`src/design/aao_regs.svh`:
```
// register offsets, field positions, reset values and encodings of the add/and datapath
`ifndef AAO_REGS_SVH
`define AAO_REGS_SVH

// ----------------------------------------------------------------------------
// register byte offsets (word index = offset / 4)
// ----------------------------------------------------------------------------
`define AAO_OFS_INSTR 10'h000
`define AAO_OFS_WREG 10'h004
`define AAO_OFS_STATUS 10'h008
`define AAO_OFS_RESULT 10'h00C
`define AAO_OFS_COUNT 10'h010
`define AAO_OFS_FILE_BASE 10'h100
`define AAO_ADR_W 10

// ----------------------------------------------------------------------------
// instruction word fields
// ----------------------------------------------------------------------------
`define AAO_IW_OP_LSB 0
`define AAO_IW_OP_MSB 1
`define AAO_IW_DEST_BIT 2
`define AAO_IW_FADR_LSB 8
`define AAO_IW_FADR_MSB 13
`define AAO_IW_LIT_LSB 16
`define AAO_IW_LIT_MSB 23

// ----------------------------------------------------------------------------
// opcode encodings
// ----------------------------------------------------------------------------
`define AAO_OP_ADD_REG 2'h0
`define AAO_OP_ADD_LIT 2'h1
`define AAO_OP_AND_REG 2'h2
`define AAO_OP_AND_LIT 2'h3

// ----------------------------------------------------------------------------
// status bits
// ----------------------------------------------------------------------------
`define AAO_ST_C 0
`define AAO_ST_DC 1
`define AAO_ST_Z 2
`define AAO_ST_LAST_FILE 4
`define AAO_ST_LAST_ADD 5

// ----------------------------------------------------------------------------
// reset values and sizes
// ----------------------------------------------------------------------------
`define AAO_RST_BYTE 8'h00
`define AAO_RST_INSTR 24'h000000
`define AAO_RST_COUNT 16'h0000
`define AAO_FILE_DEPTH 64
`define AAO_DEST_WREG 1'b0
`define AAO_DEST_FILE 1'b1
`define AAO_SEL_ALL 4'hF

`endif

```
`src/design/aao_pkg.sv`:
```
// types shared by the add/and datapath modules
`include "aao_regs.svh"

package aao_pkg;

    typedef enum logic [1:0] {
        AAO_ADD_REG = `AAO_OP_ADD_REG,
        AAO_ADD_LIT = `AAO_OP_ADD_LIT,
        AAO_AND_REG = `AAO_OP_AND_REG,
        AAO_AND_LIT = `AAO_OP_AND_LIT
    } aao_op_t;

    typedef struct packed {
        logic z;
        logic half_carry_flag;
        logic c;
    } aao_flags_t;

endpackage

```
`src/design/aao_alu_if.sv`:
```
// operand and result bundle between the core and its arithmetic unit
`timescale 1ns/100ps

interface aao_alu_if;
    logic [7:0] opa;
    logic [7:0] opb;
    logic do_add;
    logic [7:0] result;
    logic carry;
    logic half_carry;
    logic zero;

    modport core (output opa, output opb, output do_add, input result, input carry, input half_carry, input zero);
    modport alu (input opa, input opb, input do_add, output result, output carry, output half_carry, output zero);
endinterface

```
`src/design/aao_alu.sv`:
```
// 8-bit add / and unit with carry, half-carry and zero outputs
`timescale 1ns/100ps

module aao_alu (
    aao_alu_if.alu bus
);
    wire [4:0] low_sum;
    wire [8:0] full_sum;
    wire [7:0] and_res;

    // ------------------------------------------------------------------------
    // arithmetic
    // ------------------------------------------------------------------------
    assign low_sum = {1'b0, bus.opa[3:0]} + {1'b0, bus.opb[3:0]};
    assign full_sum = {1'b0, bus.opa} + {1'b0, bus.opb};
    assign and_res = bus.opa & bus.opb;

    assign bus.result = bus.do_add ? full_sum[7:0] : and_res;
    assign bus.carry = full_sum[8];
    assign bus.half_carry = low_sum[4];
    assign bus.zero = (bus.result == 8'h00);
endmodule // aao_alu

```
`src/design/aao_core.sv`:
```
// add/and execution datapath with working register, file registers and wishbone slave
`timescale 1ns/100ps
`include "aao_regs.svh"

// Summary of operation
// - register add sums working register and file
// - dest bit 0 to working, 1 to file
// - literal add always lands in working register
// - both adds update carry, half-carry, zero
// - register and writes to chosen destination
// - register and touches zero flag only
// - literal and writes working register
// - every instruction finishes in one cycle
// - file address is six bits, 0..63
// - literal is eight bits, 0..255
module aao_core (
    input wire logic clk_i,
    input wire logic rst_i,
    input wire logic wb_cyc_i,
    input wire logic wb_stb_i,
    input wire logic wb_we_i,
    input wire logic [`AAO_ADR_W-1:0] wb_adr_i,
    input wire logic [3:0] wb_sel_i,
    input wire logic [31:0] wb_dat_i,
    output logic [31:0] wb_dat_o,
    output logic wb_ack_o,
    output logic [7:0] working_register_o,
    output logic carry_o,
    output logic half_carry_flag_o,
    output logic zero_o
);

    // ------------------------------------------------------------------------
    // state
    // ------------------------------------------------------------------------
    logic [7:0] file_mem [0:`AAO_FILE_DEPTH-1];
    logic [7:0] working_register_r;
    aao_pkg::aao_flags_t flags_r;
    logic last_file_r;
    logic last_add_r;
    logic [23:0] instr_r;
    logic [7:0] result_r;
    logic [15:0] count_r;
    logic ack_r;
    logic [31:0] rdat_r;

    aao_alu_if alu_bus ();

    aao_alu u_alu (
        .bus (alu_bus)
    );

    // ------------------------------------------------------------------------
    // bus decode
    // ------------------------------------------------------------------------
    wire req = wb_cyc_i & wb_stb_i;
    // writes land only on the ack edge, so the master's held request is used once
    wire wr_go = req & wb_we_i & ack_r;
    wire hit_instr = (wb_adr_i == `AAO_OFS_INSTR);
    wire hit_wreg = (wb_adr_i == `AAO_OFS_WREG);
    wire hit_status = (wb_adr_i == `AAO_OFS_STATUS);
    wire hit_result = (wb_adr_i == `AAO_OFS_RESULT);
    wire hit_count = (wb_adr_i == `AAO_OFS_COUNT);
    wire hit_file = (wb_adr_i[`AAO_ADR_W-1:8] == 2'(`AAO_OFS_FILE_BASE >> 8));
    wire [5:0] bus_fadr = wb_adr_i[7:2];

    // partial writes to the instruction word are dropped: a torn opcode would execute
    wire exec_go = wr_go & hit_instr & (wb_sel_i == `AAO_SEL_ALL);
    wire wreg_wr = wr_go & hit_wreg & wb_sel_i[0];
    wire status_wr = wr_go & hit_status & wb_sel_i[0];
    wire file_wr = wr_go & hit_file & wb_sel_i[0];

    // ------------------------------------------------------------------------
    // instruction decode
    // ------------------------------------------------------------------------
    wire [1:0] op_raw = wb_dat_i[`AAO_IW_OP_MSB:`AAO_IW_OP_LSB];
    wire aao_pkg::aao_op_t op = aao_pkg::aao_op_t'(op_raw);
    wire dest_bit = wb_dat_i[`AAO_IW_DEST_BIT];
    wire [5:0] fadr = wb_dat_i[`AAO_IW_FADR_MSB:`AAO_IW_FADR_LSB];
    wire [7:0] literal = wb_dat_i[`AAO_IW_LIT_MSB:`AAO_IW_LIT_LSB];

    wire add_reg_op = (op == aao_pkg::AAO_ADD_REG);
    wire add_literal_op = (op == aao_pkg::AAO_ADD_LIT);
    wire and_reg_op = (op == aao_pkg::AAO_AND_REG);
    wire and_literal_op = (op == aao_pkg::AAO_AND_LIT);
    wire is_add = add_reg_op | add_literal_op;
    wire is_lit = add_literal_op | and_literal_op;

    // ------------------------------------------------------------------------
    // operand routing
    // ------------------------------------------------------------------------
    wire [7:0] file_operand = file_mem[fadr];
    assign alu_bus.opa = working_register_r;
    assign alu_bus.opb = is_lit ? literal : file_operand;
    assign alu_bus.do_add = is_add;

    // literal forms ignore the destination bit
    wire to_file = ~is_lit & (dest_bit == `AAO_DEST_FILE);
    wire to_wreg = ~to_file;

    wire exec_wreg = exec_go & to_wreg;
    wire exec_file = exec_go & to_file;

    // ------------------------------------------------------------------------
    // next values
    // ------------------------------------------------------------------------
    wire [7:0] working_register_nxt = exec_wreg ? alu_bus.result :
                                      wreg_wr ? wb_dat_i[7:0] : working_register_r;

    // and forms keep carry and half-carry as they were
    wire c_nxt = exec_go ? (is_add ? alu_bus.carry : flags_r.c) :
                 status_wr ? wb_dat_i[`AAO_ST_C] : flags_r.c;
    wire dc_nxt = exec_go ? (is_add ? alu_bus.half_carry : flags_r.half_carry_flag) :
                  status_wr ? wb_dat_i[`AAO_ST_DC] : flags_r.half_carry_flag;
    wire z_nxt = exec_go ? alu_bus.zero :
                 status_wr ? wb_dat_i[`AAO_ST_Z] : flags_r.z;

    wire [15:0] count_nxt = count_r + 16'h0001;

    // ------------------------------------------------------------------------
    // read mux
    // ------------------------------------------------------------------------
    wire [7:0] status_byte = {2'b00, last_add_r, last_file_r, 1'b0,
                              flags_r.z, flags_r.half_carry_flag, flags_r.c};
    wire [31:0] rd_instr = {8'h00, instr_r};
    wire [31:0] rd_wreg = {24'h000000, working_register_r};
    wire [31:0] rd_status = {24'h000000, status_byte};
    wire [31:0] rd_result = {24'h000000, result_r};
    wire [31:0] rd_count = {16'h0000, count_r};
    wire [31:0] rd_file = {24'h000000, file_mem[bus_fadr]};
    // unmapped addresses still ack and read zero
    wire [31:0] rd_mux = hit_instr ? rd_instr :
                         hit_wreg ? rd_wreg :
                         hit_status ? rd_status :
                         hit_result ? rd_result :
                         hit_count ? rd_count :
                         hit_file ? rd_file : 32'h00000000;

    // ------------------------------------------------------------------------
    // bus handshake
    // ------------------------------------------------------------------------
    always_ff @(posedge clk_i) begin
        if (rst_i) begin
            ack_r <= 1'b0;
        end else begin
            ack_r <= req & ~ack_r;
        end
    end

    always_ff @(posedge clk_i) begin
        if (rst_i) begin
            rdat_r <= 32'h00000000;
        end else if (req & ~ack_r) begin
            rdat_r <= rd_mux;
        end
    end

    // ------------------------------------------------------------------------
    // working register and flags
    // ------------------------------------------------------------------------
    // the whole instruction commits on one edge, so the next can follow at once
    always_ff @(posedge clk_i) begin
        if (rst_i) begin
            working_register_r <= `AAO_RST_BYTE;
            flags_r <= '0;
        end else begin
            working_register_r <= working_register_nxt;
            flags_r.c <= c_nxt;
            flags_r.half_carry_flag <= dc_nxt;
            flags_r.z <= z_nxt;
        end
    end

    // ------------------------------------------------------------------------
    // trace of the last instruction
    // ------------------------------------------------------------------------
    always_ff @(posedge clk_i) begin
        if (rst_i) begin
            instr_r <= `AAO_RST_INSTR;
            result_r <= `AAO_RST_BYTE;
            last_file_r <= 1'b0;
            last_add_r <= 1'b0;
            count_r <= `AAO_RST_COUNT;
        end else if (exec_go) begin
            instr_r <= wb_dat_i[23:0];
            result_r <= alu_bus.result;
            last_file_r <= to_file;
            last_add_r <= is_add;
            count_r <= count_nxt;
        end
    end

    // ------------------------------------------------------------------------
    // file registers
    // ------------------------------------------------------------------------
    // no reset: the array models plain data memory, contents undefined at power-up
    always_ff @(posedge clk_i) begin
        if (exec_file) begin
            file_mem[fadr] <= alu_bus.result;
        end else if (file_wr) begin
            file_mem[bus_fadr] <= wb_dat_i[7:0];
        end
    end

    // ------------------------------------------------------------------------
    // outputs
    // ------------------------------------------------------------------------
    assign wb_ack_o = ack_r;
    assign wb_dat_o = rdat_r;
    assign working_register_o = working_register_r;
    assign carry_o = flags_r.c;
    assign half_carry_flag_o = flags_r.half_carry_flag;
    assign zero_o = flags_r.z;

endmodule // aao_core

```
`config.mk`:
```
export PLATFORM = sky130hd
export DESIGN_NAME = aao_core
export DESIGN_NICKNAME = d
export VERILOG_FILES = /design/src/design/aao_pkg.sv /design/src/design/aao_alu_if.sv /design/src/design/aao_alu.sv /design/src/design/aao_core.sv
export VERILOG_INCLUDE_DIRS = /design/src /design/src/design
export SDC_FILE = /design/constraint.sdc
export NUM_CORES = 1
export LEC_CHECK = 0
export ABC_CLOCK_PERIOD_IN_PS = 11200
export BUFFER_PORTS_ARGS = -buffer_cell sky130_fd_sc_hd__buf_2
export CORE_UTILIZATION = 40
export CTS_CLUSTER_SIZE = 24
export DETAILED_ROUTE_END_ITERATION = 16
export PLACE_DENSITY = 0.54
export SETUP_SLACK_MARGIN = 0.05
export SYNTH_ARGS = -nofsm -noshare
export SYNTH_HDL_FRONTEND = slang
export SYNTH_SLANG_ARGS = --single-unit
```
`constraint.sdc`:
```
create_clock -name clk_i -period 11.2 [get_ports clk_i]
set_input_delay 2.24 -clock clk_i [delete_from_list [all_inputs] [get_ports clk_i]]
set_output_delay 2.24 -clock clk_i [all_outputs]
set_load 0.01 [all_outputs]
```
==> flow_metrics.env <==
export IMPL_status="completed"
export IMPL_cts_sinks=598
export IMPL_r2r_setup_slack_ns=6.36
export IMPL_start_kind="input port"
export IMPL_ys_seq_elements=598
export IMPL_finalMaxSlewViolations=0
export IMPL_cts_buffers=68
export IMPL_cp_end_kind="register"
export IMPL_critPathKind="input port to register"
export IMPL_ant_nets=0
export IMPL_avgSynthCellArea_um2=15.1
export IMPL_ios=95
export IMPL_std_cell_rows=97
export IMPL_initial_utilization=0.406
export IMPL_cts_tree="built"
export IMPL_cp_data_required_time_ns=11.51
export IMPL_core_area_um2=70300
export IMPL_die_w_um=269
export IMPL_synth_edf_count=512
export IMPL_fin_worst_skew_ns=0.0276
export IMPL_globalplace_congestion=0.879
export IMPL_cts_buffer_depth=3
export IMPL_peakVddDrop_mv=0.0838
export IMPL_synthCells=1894
export IMPL_drc=0
export IMPL_grt_start_max_net_pins=100
export IMPL_grt_usage=0.244
export IMPL_yosys_warnings=0
export IMPL_cp_arrival_ns=7.73
export IMPL_wl_per_cell_um=30.2
export IMPL_hpwl_mm=57.8
export IMPL_tightest_slew_ns=1.27
export IMPL_crit_family="buffers and inverters"
export IMPL_viasPerCell=6.23
export IMPL_critPathSlowestCell="buf_4"
export IMPL_tns_ns=0
export IMPL_antenna_found_initial=1
export IMPL_placed_area_um2=30000
export IMPL_fin_crit_sh=0.663
export IMPL_drive_above_1_share=0.239
export IMPL_post_cts_buffers=0
export IMPL_path_common_cell="buf_4"
export IMPL_area_growth_syn_to_layout_pct=12.4
export IMPL_via_count=18300
export IMPL_total_leakage_power_nw=10.4
export IMPL_syn_area_um2=28500
export IMPL_drv_cap=0
export IMPL_cts_root_buf="clkbuf_16"
export IMPL_fmax_mhz=135
export IMPL_firstDrtPassIters=5
export IMPL_period_needed_ns=7.43
export IMPL_final_nets=2005
export IMPL_fp_dieH_um=269
export IMPL_hold_path_class="register to register"
export IMPL_crit_path_cell_trace="buf_6 -> buf_4 -> mux4_2 -> mux2i_1 -> o21ai_0 -> a22oi_1 -> nand2_1 -> ha_1 -> inv_1 -> fa_1 -> nor2b_1 -> o31a_1 -> or4_1 -> nand3_1 -> nor2_1 -> nor2_4 -> buf_4"
export IMPL_antenna_cells=0
export IMPL_ys_types=65
export IMPL_critPathBufInv=4
export IMPL_rsz0062_at_grt="false"
export IMPL_htreeDepth=3
export IMPL_grt_pass1_vias=18200
export IMPL_final_hold_viol_count=0
export IMPL_fin_area_um2=32100
export IMPL_port_buffers=78
export IMPL_grt_overflow=0
export IMPL_dieArea_um2=72400
export IMPL_clock_latency_ns=0.62
export IMPL_powerDensity_nw_per_um2=157
export IMPL_synth_async_reset_ratio=0
export IMPL_finalSetupViolations=0
export IMPL_drt_iter0_markers=2080
export IMPL_totalWireLength_mm=88.7
export IMPL_clkTransAtPathRegs_ns=0.06
export IMPL_cts_hold_buf=0
export IMPL_seq_area_frac_synth=0.599
export IMPL_cp_max_fo=86
export IMPL_grt_first_pass_wirelength_mm=129
export IMPL_post_cts_resized=0
export IMPL_max_slew_margin=0.153
export IMPL_slowest_delay_ns=0.74
export IMPL_synth_ff_type="edfxtp_1"
==> synthesized netlist by cell type (all sizes together), types with 18 or more instances <==
library cell  count  area [µm²]
a211oi           25         188
o211ai           18         135
dfxtp            86        1720
a22oi            43         323
mux2i           105        1050
nor3             33         165
nand2           157         589
a221oi           28         245
mux4            229        5160
o21ai            31         155
nor2            142         533
a21oi            88         440
edfxtp          512       15400
buf              71         369
nor2b            24         150
clkbuf           78         293
nand3            45         225
==> worst reg2reg max path, delay by kind of cell (launching register included) <==
| family | cells | cell delay, ns |
|---|---|---|
| adder cells (fa/ha/maj) | 1 | 0.29 |
| flip-flops | 1 | 0.39 |
| buffers and inverters | 2 | 0.64 |
| AND/OR/NAND/NOR | 1 | 0.23 |
| AO/OA/AOI/OAI | 6 | 1.90 |
| multiplexers | 2 | 1.03 |
==> area by class of cell <==
class                           instances  area (µm²)
Inverter                               10        37.5
Multi-Input combinational cell       1144       10900
Clock inverter                         34         294
Tap cell                              940        1180
Fill cell                            6134       38200
Sequential cell                       598       17100
Clock buffer                           89        1850
Timing Repair Buffer                  122         762
==> layout by cell type (no fill, tap or decap), drive strengths merged, types with 25 or more instances in the layout <==
cell type / instances
clkinv: 27
o21ai: 31
nand2: 157
a211oi: 25
mux2i: 105
a21oi: 88
buf: 122
mux4: 229
nor3: 33
a22oi: 43
nor2: 142
nand3: 45
dfxtp: 86
edfxtp: 512
a221oi: 28
clkbuf: 89
==> cell families after synthesis <==
kind of cell,count (synthesis),synth area share
DFF,598,0.599
and+or+nand+nor,464,0.0735
muxes,346,0.222
AOI/OAI and AO/OA,302,0.0720
buffers and inverters,159,0.0245
xor gates and xnor gates,14,0.00429
adders and majority gates,10,0.00465
other,1,0.000131
==> path summary, 6_finish.rpt <==
path,startpoint,to,cells past startpoint
min,wb_dat_o[16],wb_dat_o[16],2
min reg2reg,wb_dat_o[16],wb_dat_o[16],2
max reg2reg,file_mem[63][1],file_mem[59][7],12
max,wb_dat_i[10],file_mem[58][6],17
==> routing by layer <==
layer	share of wire	up-vias	global-route usage
li1	-	7747	-
met1	0.43	9544	0.348
met2	0.46	863	0.374
met3	0.083	144	0.0460
met4	0.031	0	0.0850
met5	0	-	0
==> metrics by stage <==
step           worst slack (ns)   util  instances  hold slack, ns  total power, mW
2_1_floorplan              3.59      -       1901           0.431             2.76
3_3_place_gp               3.17  0.426       2814           0.436             2.91
3_5_place_dp               3.16  0.426       2814           0.445             2.91
4_1_cts                    3.78  0.457       2937           0.451             5.07
5_1_grt                    3.46  0.457       2937           0.466             5.18
6_report                   3.77  0.457       2937           0.451             5.04
==> state kept, by name (all words and copies together) (netlist names) <==
name                cells
last_add_r              1
zero_o                  1
carry_o                 1
result_r                8
half_carry_flag_o       1
instr_r                24
working_register_o      8
wb_ack_o                1
wb_dat_o               24
file_mem              512
count_r                16
last_file_r             1
==> where the power goes <==
group / switching [mW] / internal (mW) / total [mW]
clock: 0.910 / 1.26 / 2.17
combinational: 0.276 / 0.142 / 0.419
sequential: 0.00194 / 2.45 / 2.45
total: 1.19 / 3.85 / 5.04
Power figures use the tool's default switching activity.
